## src/design/irq_cmd_pkg.sv

```systemverilog
// constants for the interrupt command and status register block
// assumes one 125 MHz clock and an axi4-lite master on the register side
// Operation
// mask readback bit reads 1 for an enabled source, 0 for disabled
// bit 0 is the fast source, bit 1 system, bits 2-31 peripherals
// core status bit 0 reads 1 while the fast request line is active
// core status bit 1 reads 1 while the normal request line is active
// enable command sets mask bits written as 1, zeros leave them
// disable command clears mask bits written as 1, zeros leave them
// clear command clears pending bits written as 1, zeros no change; here a bit whose source level is high stays set
// set command forces pending bits written as 1, zeros no change
// any write to end-of-service marks the current interrupt done
// handler software writes end-of-service when its treatment ends
// spurious vector holds a 32-bit value returned on spurious reads
// debug bit 0 enables protection mode, resets to 0
// debug bit 1 high holds both request outputs inactive
// normal vector read returns spurious vector when nothing is current
package irq_cmd_pkg;

  // ----------------------------------------
  // register byte offsets
  // ----------------------------------------
  localparam logic [11:0] OFF_NORMAL_VEC   = 12'h100;
  localparam logic [11:0] OFF_FAST_VEC     = 12'h104;
  localparam logic [11:0] OFF_PENDING      = 12'h10c;
  localparam logic [11:0] OFF_EN_READBACK  = 12'h110;
  localparam logic [11:0] OFF_LINE_STATUS  = 12'h114;
  localparam logic [11:0] OFF_ENABLE_CMD   = 12'h120;
  localparam logic [11:0] OFF_DISABLE_CMD  = 12'h124;
  localparam logic [11:0] OFF_PCLEAR_CMD   = 12'h128;
  localparam logic [11:0] OFF_PSET_CMD     = 12'h12c;
  localparam logic [11:0] OFF_EOS_CMD      = 12'h130;
  localparam logic [11:0] OFF_SPURIOUS     = 12'h134;
  localparam logic [11:0] OFF_DEBUG        = 12'h138;
  localparam logic [11:0] OFF_EVT_STATUS   = 12'h140;
  localparam logic [11:0] OFF_EVT_MASK     = 12'h144;

  // ----------------------------------------
  // field positions
  // ----------------------------------------
  localparam int FAST_SOURCE_BIT     = 0;
  localparam int SYSTEM_SOURCE_BIT   = 1;
  localparam int FAST_LINE_BIT       = 0;
  localparam int NORMAL_LINE_BIT     = 1;
  localparam int PROTECTION_MODE_ENABLE_BIT            = 0;
  localparam int GMASK_BIT           = 1;
  localparam int EVT_SPUR_NORMAL     = 0;
  localparam int EVT_SPUR_FAST       = 1;
  localparam int EVT_END_SERVICE     = 2;
  localparam int EVT_W               = 3;

  // ----------------------------------------
  // reset values and bus answers
  // ----------------------------------------
  localparam logic [31:0] RST_MASK      = 32'h0000_0000;
  localparam logic [31:0] RST_PENDING   = 32'h0000_0000;
  localparam logic [31:0] RST_SPURIOUS  = 32'h0000_0000;
  localparam logic [1:0]  RST_DEBUG     = 2'h0;
  localparam logic [2:0]  RST_EVT       = 3'h0;
  localparam logic [1:0]  RESP_OKAY     = 2'h0;
  localparam logic [1:0]  RESP_SLVERR   = 2'h2;

endpackage : irq_cmd_pkg

```

## src/design/irq_cmd_regs.sv

```systemverilog
// command and status registers of the vectored interrupt unit
// assumes sources and the vectoring core sit on the same clock as the bus
`timescale 1ns/10ps
module irq_cmd_regs
  import irq_cmd_pkg::*;
(
  // clock and reset
  input  wire logic        aclk,
  input  wire logic        aresetn,
  // axi4-lite write address and data
  input  wire logic [11:0] awaddr,
  input  wire logic [2:0]  awprot,
  input  wire logic        awvalid,
  output logic             awready,
  input  wire logic [31:0] wdata,
  input  wire logic [3:0]  wstrb,
  input  wire logic        wvalid,
  output logic             wready,
  // axi4-lite write response
  output logic [1:0]       bresp,
  output logic             bvalid,
  input  wire logic        bready,
  // axi4-lite read
  input  wire logic [11:0] araddr,
  input  wire logic [2:0]  arprot,
  input  wire logic        arvalid,
  output logic             arready,
  output logic [31:0]      rdata,
  output logic [1:0]       rresp,
  output logic             rvalid,
  input  wire logic        rready,
  // interrupt sources, level high
  input  wire logic [31:0] source_level,
  // vectoring core side
  input  wire logic        core_current_valid,
  input  wire logic [31:0] core_current_vector,
  input  wire logic        core_fast_valid,
  input  wire logic [31:0] core_fast_vector,
  output logic             vector_taken,
  output logic             end_of_service,
  output logic [31:0]      source_enable_readback,
  output logic [31:0]      pending,
  // processor request lines, active low
  output logic             fast_request_out_n,
  output logic             normal_request_out_n,
  // block interrupt
  output logic             intr_out
);

  // ----------------------------------------
  // state
  // ----------------------------------------
  logic [31:0]      mask;
  logic [31:0]      spurious_vector;
  logic [1:0]       debug_control;
  logic [EVT_W-1:0] evt_status;
  logic [EVT_W-1:0] evt_mask;
  logic             aw_held;
  logic             w_held;
  logic [11:0]      wr_addr;
  logic [31:0]      wr_data;
  logic [3:0]       wr_strb;

  // ----------------------------------------
  // write channel decode
  // ----------------------------------------
  wire        aw_hs      = awvalid & awready;
  wire        w_hs       = wvalid & wready;
  wire        do_write   = aw_held & w_held & ~bvalid;
  wire [31:0] byte_mask  = {{8{wr_strb[3]}}, {8{wr_strb[2]}}, {8{wr_strb[1]}}, {8{wr_strb[0]}}};
  wire [31:0] wr_bits    = wr_data & byte_mask;
  wire        wr_enable  = do_write & (wr_addr == OFF_ENABLE_CMD);
  wire        wr_disable = do_write & (wr_addr == OFF_DISABLE_CMD);
  wire        wr_pclear  = do_write & (wr_addr == OFF_PCLEAR_CMD);
  wire        wr_pset    = do_write & (wr_addr == OFF_PSET_CMD);
  wire        wr_eos     = do_write & (wr_addr == OFF_EOS_CMD);
  wire        wr_spur    = do_write & (wr_addr == OFF_SPURIOUS);
  wire        wr_debug   = do_write & (wr_addr == OFF_DEBUG);
  wire        wr_estat   = do_write & (wr_addr == OFF_EVT_STATUS);
  wire        wr_emask   = do_write & (wr_addr == OFF_EVT_MASK);
  // protection mode lets a debugger read vectors with no acknowledge;
  // the vector is then acknowledged by a write to the normal vector read
  wire        wr_nvec    = do_write & (wr_addr == OFF_NORMAL_VEC);
  wire        wr_mapped  = wr_enable | wr_disable | wr_pclear | wr_pset | wr_eos
                         | wr_spur | wr_debug | wr_estat | wr_emask | wr_nvec;

  assign awready = ~aw_held & ~bvalid;
  assign wready  = ~w_held & ~bvalid;

  // ----------------------------------------
  // read channel decode
  // ----------------------------------------
  wire        ar_hs        = arvalid & arready;
  wire        protection_mode_enable_mode    = debug_control[PROTECTION_MODE_ENABLE_BIT];
  wire        global_mask  = debug_control[GMASK_BIT];
  wire        rd_nvec      = ar_hs & (araddr == OFF_NORMAL_VEC);
  wire        rd_fvec      = ar_hs & (araddr == OFF_FAST_VEC);
  wire [31:0] line_status;
  // spurious when idle
  wire [31:0] normal_vec_value = core_current_valid ? core_current_vector : spurious_vector;
  // spurious fast vector
  wire [31:0] fast_vec_value   = core_fast_valid ? core_fast_vector : spurious_vector;
  logic [31:0] rd_value;
  logic        rd_hit;

  always_comb
  begin
    rd_value = 32'h0000_0000;
    rd_hit   = 1'b1;
    unique case (araddr)
      OFF_NORMAL_VEC:  rd_value = normal_vec_value;
      OFF_FAST_VEC:    rd_value = fast_vec_value;
      OFF_PENDING:     rd_value = pending;
      // enabled reads 1
      OFF_EN_READBACK: rd_value = mask;
      OFF_LINE_STATUS: rd_value = line_status;
      OFF_SPURIOUS:    rd_value = spurious_vector;
      OFF_DEBUG:       rd_value = {30'h0000_0000, debug_control};
      OFF_EVT_STATUS:  rd_value = {29'h0000_0000, evt_status};
      OFF_EVT_MASK:    rd_value = {29'h0000_0000, evt_mask};
      default:         rd_hit   = 1'b0;
    endcase
  end

  assign arready = ~rvalid;

  // ----------------------------------------
  // request lines
  // ----------------------------------------
  wire [31:0] active       = pending & mask;
  // bit 0 fast, 1 up normal
  wire        fast_active   = active[FAST_SOURCE_BIT];
  wire        normal_active = |active[31:SYSTEM_SOURCE_BIT];
  // fast line status
  assign line_status[FAST_LINE_BIT]   = ~fast_request_out_n;
  // normal line status
  assign line_status[NORMAL_LINE_BIT] = ~normal_request_out_n;
  assign line_status[31:2]            = 30'h0000_0000;

  // ----------------------------------------
  // next values
  // ----------------------------------------
  // enable then disable
  wire [31:0] next_mask    = wr_enable ? (mask | wr_bits)
                           : wr_disable ? (mask & ~wr_bits) : mask;
  // source level wins over clear
  wire [31:0] next_pending = (pending & ~(wr_pclear ? wr_bits : 32'h0000_0000))
                           | (wr_pset ? wr_bits : 32'h0000_0000) | source_level;
  wire [EVT_W-1:0] evt_set;
  assign evt_set[EVT_SPUR_NORMAL] = rd_nvec & ~core_current_valid;
  assign evt_set[EVT_SPUR_FAST]   = rd_fvec & ~core_fast_valid;
  assign evt_set[EVT_END_SERVICE] = wr_eos;
  // set wins over write-one-to-clear
  wire [EVT_W-1:0] next_evt = (evt_status & ~(wr_estat ? wr_bits[EVT_W-1:0] : RST_EVT))
                            | evt_set;
  // interrupt follows a new mask in the same cycle the mask lands
  wire [EVT_W-1:0] next_emask = wr_emask ? wr_data[EVT_W-1:0] : evt_mask;

  // ----------------------------------------
  // bus registers
  // ----------------------------------------
  always_ff @(posedge aclk)
  begin
    if (!aresetn)
    begin
      aw_held <= 1'b0;
      w_held  <= 1'b0;
      wr_addr <= 12'h000;
      wr_data <= 32'h0000_0000;
      wr_strb <= 4'h0;
      bvalid  <= 1'b0;
      bresp   <= RESP_OKAY;
    end
    else
    begin
      if (aw_hs)
      begin
        aw_held <= 1'b1;
        wr_addr <= awaddr;
      end
      else if (do_write)
        aw_held <= 1'b0;
      if (w_hs)
      begin
        w_held  <= 1'b1;
        wr_data <= wdata;
        wr_strb <= wstrb;
      end
      else if (do_write)
        w_held <= 1'b0;
      if (do_write)
      begin
        bvalid <= 1'b1;
        bresp  <= wr_mapped ? RESP_OKAY : RESP_SLVERR;
      end
      else if (bready)
        bvalid <= 1'b0;
    end
  end

  always_ff @(posedge aclk)
  begin
    if (!aresetn)
    begin
      rvalid <= 1'b0;
      rdata  <= 32'h0000_0000;
      rresp  <= RESP_OKAY;
    end
    else if (ar_hs)
    begin
      rvalid <= 1'b1;
      rdata  <= rd_value;
      rresp  <= rd_hit ? RESP_OKAY : RESP_SLVERR;
    end
    else if (rready)
      rvalid <= 1'b0;
  end

  // ----------------------------------------
  // block state
  // ----------------------------------------
  always_ff @(posedge aclk)
  begin
    if (!aresetn)
    begin
      mask            <= RST_MASK;
      pending         <= RST_PENDING;
      spurious_vector <= RST_SPURIOUS;
      debug_control   <= RST_DEBUG;
      evt_status      <= RST_EVT;
      evt_mask        <= RST_EVT;
    end
    else
    begin
      mask    <= next_mask;
      pending <= next_pending;
      evt_status <= next_evt;
      if (wr_spur)
        spurious_vector <= wr_data;
      // protection bit
      if (wr_debug)
        debug_control <= wr_data[1:0];
      if (wr_emask)
        evt_mask <= wr_data[EVT_W-1:0];
    end
  end

  // ----------------------------------------
  // outputs to core and processor
  // ----------------------------------------
  always_ff @(posedge aclk)
  begin
    if (!aresetn)
    begin
      fast_request_out_n   <= 1'b1;
      normal_request_out_n <= 1'b1;
      vector_taken         <= 1'b0;
      end_of_service       <= 1'b0;
      intr_out             <= 1'b0;
    end
    else
    begin
      // global mask forces idle
      fast_request_out_n   <= ~(fast_active & ~global_mask);
      normal_request_out_n <= ~(normal_active & ~global_mask);
      vector_taken         <= protection_mode_enable_mode ? wr_nvec : rd_nvec;
      // any data ends service
      end_of_service       <= wr_eos;
      intr_out             <= |(next_evt & next_emask);
    end
  end

  assign source_enable_readback = mask;
endmodule : irq_cmd_regs

```

## config.mk

```make
export PLATFORM = sky130hd
export DESIGN_NAME = irq_cmd_regs
export DESIGN_NICKNAME = d
export VERILOG_FILES = /design/src/design/irq_cmd_pkg.sv /design/src/design/irq_cmd_regs.sv
export SDC_FILE = /design/constraint.sdc
export NUM_CORES = 1
export LEC_CHECK = 0
export BUFFER_PORTS_ARGS = -buffer_cell sky130_fd_sc_hd__clkbuf_2
export CAP_MARGIN = 30
export CORE_MARGIN = 2
export CORE_UTILIZATION = 52
export DETAILED_ROUTE_END_ITERATION = 16
export MAX_ROUTING_LAYER = met4
export PLACE_DENSITY = 0.81
export SLEW_MARGIN = 25
export SYNTH_ARGS = -nofsm -noshare
export SYNTH_HDL_FRONTEND = slang
export SYNTH_SLANG_ARGS = --single-unit
```

## constraint.sdc

```tcl
create_clock -name aclk -period 3.5 [get_ports aclk]
set_input_delay 0.7 -clock aclk [delete_from_list [all_inputs] [get_ports aclk]]
set_output_delay 0.7 -clock aclk [all_outputs]
set_load 0.005 [all_outputs]
```

# == Word-level counts from Yosys, hierarchy flattened ==
# Cells that the tools add are included.
# totals
out_inout_bits,110
ff_bits,197
rom_bits,0
memories,0
ramBits,0
input_bits,171
wordCells,124
latch_bits,0
# classes
shift,0
magnitude_cmp,0
muxes,20
add_sub_neg,0
n_bitwise,56
multipliers,0
eq_ne,19
div,0
reduce_logical,8
# ops
op,count
case mux 32 bit (9 select lines),1
equality test 12 x 9 -> 1 bit (second input constant),19
2-to-1 mux 32 bit,6
bitwise AND 32 bit,4
OR 32 bit,3
NOT 32 bit,2
OR reduction 31 bit,1
bitwise AND 1 bit,23
NOT 1 bit,11
nonzero test 2 bit,5
2-to-1 mux 1 bit,9
OR 1 bit,9
OR reduction 9 bit,1
bitwise AND 3 bit,2
2-to-1 mux 3 bit,2
2-to-1 mux 2 bit,2
NOT 3 bit,1
OR 3 bit,1
OR reduction 3 bit,1

# == Depth between registers and ports, before layout ==
# depth
ltp_word,13
depth_mapped,9
depth_no_buf,5

# == Least setup slack after synthesis ==
# OpenSTA, ideal clock, no wires.
# synth_path
path_kind,input to register
start,in araddr[9]
end,reg rdata[11]
stages,7
slack_ps,819
setup_time_ps,58
path_buffers,2
arrival_time_ps,2623
required_time_ps,3442
cell_sequence,or4b_1 or4_1 a311o_1 buf_2 buf_6 a31oi_1 a21o_1
# synth_via
elab_chain_len,2
word_cells_on_any_way,10
classes_between,eq/ne: 9; mux: 1
# synth_rtl
item,line,source
start: declaration,irq_cmd_regs.sv:24,"input wire logic [11:0] araddr,"
equality test 12 x 9 -> 1 bit,irq_cmd_regs.sv:110,unique case (araddr)
case mux 32 bit (9 select lines) *,irq_cmd_regs.sv:110,
end signal: assignment,irq_cmd_regs.sv:212,rdata <= rd_value;
end: declaration,irq_cmd_regs.sv:28,"output logic [31:0] rdata,"
# Every way passes the cells marked *; elsewhere a longest branch is shown, timed or not.
# A chain may end at the register's enable or synchronous reset.

# == Worst setup path after layout ==
# layout_path
start,in araddr[5]
end,reg rdata[18]
# Same word-level chain as after synthesis.

==> impl_metrics.tcl <==
set metrics [dict create \
    synth_seq_cells 195 \
    ys_types 54 \
    final.setup.tns_ns 0 \
    pwr-share-clk 0.398 \
    final_antenna_net_count 0 \
    clock.fmax_mhz 392 \
    globalplace.congestion 0.976 \
    final-hold-violation-count 0 \
    hold_class "input port to register" \
    grt_max_degree 161 \
    core_um2 17300 \
    worstHoldPathCells 2 \
    total_power_density_per_cell_area_nw_per_um2 422 \
    yosysWarnings 0 \
    final_common_cell "sky130_fd_sc_hd__clkbuf_2" \
    clock_skew_ns 0.00990 \
    initial_core_util 0.532 \
    vdd.ir_drop.worst_v 0.000368 \
    final.period_utilization 0.729 \
    grt_util_all_layers 0.353 \
    syn_avg_cell_area_um2 7.94 \
    endpoint_kind "register" \
    tritoncts "done" \
    worst-endpoint-arrival_ns 2.93 \
    clk-insertion-delay-late_ns 0.44 \
    ctsResizeCount 0 \
    wl_met3_um 3760 \
    sw_frac_of_total 0.277 \
    synth_sequential_area_ratio 0.424 \
    finalWirelength_um 33100 \
    num_rows 48 \
    wl_per_cell_um 20.5 \
    antenna_found_initial 0 \
    setup.worst_path.class "input port to register" \
    first_global_vias 8638 \
    layout_cells_sized_above_1 0.249 \
    drcViolationCount 0 \
    cts.reportedPaths.clkPinSlew_ns 0.07 \
    static-leakage-power_nw 4.48 \
    die-width_um 137 \
    die_h_um 137 \
    power_frac_comb 0.094 \
    first_pass_grt_wire_length_um 48800 \
    max_slew_vio_count 0 \
    cts_max_path_buffers 2 \
    number_of_enable_type_register_cells_in_the_synthesized_netlist 0 \
    pin_count 281 \
    internal_portion_of_total_power_mw 3.42 \
    route.detailed.vias_per_inst 6.17 \
    unrepaired_setup_endpoints_after_global_routing "no" \
    synth.cell_area_um2 9210 \
    final_nets 1548 \
    area_growth_pct 21.8 \
    setup_viol 0 \
    clock_sinks 195 \
    fin_worst_hold_slack_ns 0.453 \
    max_cap_viols 0 \
    syn-instance-count 1160 \
    routed-wl-met2_um 14000 \
    slew_headroom 0.406 \
    design_power_total_mw 4.73 \
    critical_path.max_fanout 15 \
    power_frac_seq 0.508 \
    cts_setup_buffers 0 \
    clock_tree.htree_level_count 4 \
    design.die.area_um2 18800 \
    outcome "finished, final reports clean" \
    clock_tree_root_buffer_cell "sky130_fd_sc_hd__clkbuf_16" \
    pin_slew_with_the_least_headroom_to_its_limit_ns 0.891 \
    placement.io_buffers 272 \
    power.net_switching_mw 1.31 \
    cp.required_ns 3.88 \
    met1Wirelength_um 14500 \
    detailed_place_hpwl_um 24400 \
    final_util 0.649 \
    critPathLaunchType "input port" \
    routed-via-count 9958 \
    synth_top_flop_cell "sky130_fd_sc_hd__dfxtp_1" \
    count_of_cells_along_the_worst_register_to_register_path 5 \
    cts_buffers 17 \
    route.top_layer_used "met4" \
    cts-hold-fix-buffers 0 \
    global_route.overflow_total 0 \
    num_antenna_cells 0 \
    fin_crit_ns 2.55 \
    drt_pass1_iterations 6 \
    mostFrequentLayoutCells "sky130_fd_sc_hd__clkbuf_2 (272), sky130_fd_sc_hd__nand2_1 (231), sky130_fd_sc_hd__dfxtp_1 (195)" \
    asyncSetResetFlopFracSynth 0 \
    drt_iter0_markers 1407 \
]
==> worst max-delay path: stages <==
cell,delay (ns)
sky130_fd_sc_hd__clkbuf_2,0.21
sky130_fd_sc_hd__or4_1,0.86
sky130_fd_sc_hd__nor4_2,0.46
sky130_fd_sc_hd__buf_4,0.28
sky130_fd_sc_hd__nand3_1,0.10
sky130_fd_sc_hd__a21oi_1,0.20
sky130_fd_sc_hd__a221o_1,0.12
==> layout make-up <==
type | instances | area [um^2]
Fill cell | 1528 | 6080
Multi-Input combinational cell | 858 | 4890
Inverter | 9 | 36.3
Clock buffer | 18 | 439
Sequential cell | 195 | 3900
Timing Repair Buffer | 296 | 1550
Tap cell | 225 | 282
Clock inverter | 14 | 118
==> per-stage QoR <==
stage	setup slack, ns	cells	instance area [um^2]
floorplan	0.819	1161	9210
detailed placement	0.545	1583	10700
global placement	0.553	1583	10700
CTS	1.00	1615	11200
global route	0.839	1615	11200
finish	0.949	1615	11200
==> routing by layer <==
metal / vias to the layer above / GRT usage
li1: 4683 / -
met1: 4573 / 0.515
met2: 644 / 0.493
met3: 58 / 0.0611
met4: 0 / 0.113
met5: - / -
==> kinds of logic (layout without fill, tap and decap cells) <==
kind of cell           count (synthesis)  count (layout)  share of synthesized area
AO/OA/AOI/OAI                        426             426                      0.282
AND/OR/NAND/NOR                      391             391                      0.204
multiplexers                          39              39                     0.0424
other                                  1               2                   0.000407
buffers and inverters                108             337                     0.0477
flip-flops                           195             195                      0.424
==> path summary, 6_finish.rpt <==
kind / start / end / slack, ns
setup / recovery: araddr[5] / rdata[18] / 0.95
hold / removal: core_fast_vector[3] / rdata[3] / 0.45
setup reg to reg: wr_addr[11] / spurious_vector[13] / 1.07
hold reg to reg: wr_addr[8] / wr_addr[8] / 0.46
==> Yosys cell counts (3+ instances only) <==
cell                        instances  area share
sky130_fd_sc_hd__nor4_1             6      0.0041
sky130_fd_sc_hd__nand3_1           22       0.012
sky130_fd_sc_hd__clkbuf_1          89       0.036
sky130_fd_sc_hd__nor2_1            18      0.0073
sky130_fd_sc_hd__nor4b_1            3      0.0029
sky130_fd_sc_hd__nor2b_1            4      0.0027
sky130_fd_sc_hd__nand2b_1           7      0.0048
sky130_fd_sc_hd__or3_1             36       0.024
sky130_fd_sc_hd__a221oi_1           8      0.0076
sky130_fd_sc_hd__or2_2              5      0.0034
sky130_fd_sc_hd__a32oi_1           14       0.013
sky130_fd_sc_hd__a31oi_1           35       0.024
sky130_fd_sc_hd__a211o_1           16       0.015
sky130_fd_sc_hd__o21ai_0           90       0.049
sky130_fd_sc_hd__a22oi_1           21       0.017
sky130_fd_sc_hd__o2bb2ai_1         19       0.018
sky130_fd_sc_hd__dfxtp_1          195        0.42
sky130_fd_sc_hd__nor3_1            10      0.0054
sky130_fd_sc_hd__mux2i_1           39       0.042
sky130_fd_sc_hd__inv_1              9      0.0037
sky130_fd_sc_hd__a221o_1           14       0.015
sky130_fd_sc_hd__and2_1             3      0.0020
sky130_fd_sc_hd__and3_1            16       0.011
sky130_fd_sc_hd__nand2_1          231       0.094
sky130_fd_sc_hd__buf_2              3      0.0016
sky130_fd_sc_hd__nand4_1            9      0.0061
sky130_fd_sc_hd__buf_6              3      0.0037
sky130_fd_sc_hd__o21a_1             4      0.0033
sky130_fd_sc_hd__nor4b_2            3      0.0049
sky130_fd_sc_hd__a21oi_1          185        0.10
sky130_fd_sc_hd__a22o_1             7      0.0067
sky130_fd_sc_hd__or4_1              4      0.0033
==> power by group through the flow <==
stage,registers (mW),logic [mW],clock network (mW)
3_5_place_dp,2.45,0.440,0
3_3_place_gp,2.45,0.436,0
4_1_cts,2.40,0.442,1.89
2_1_floorplan,2.39,0.259,0
6_report,2.40,0.447,1.88
5_1_grt,2.41,0.492,1.98
Note: power is estimated with default switching activity, not from simulation.
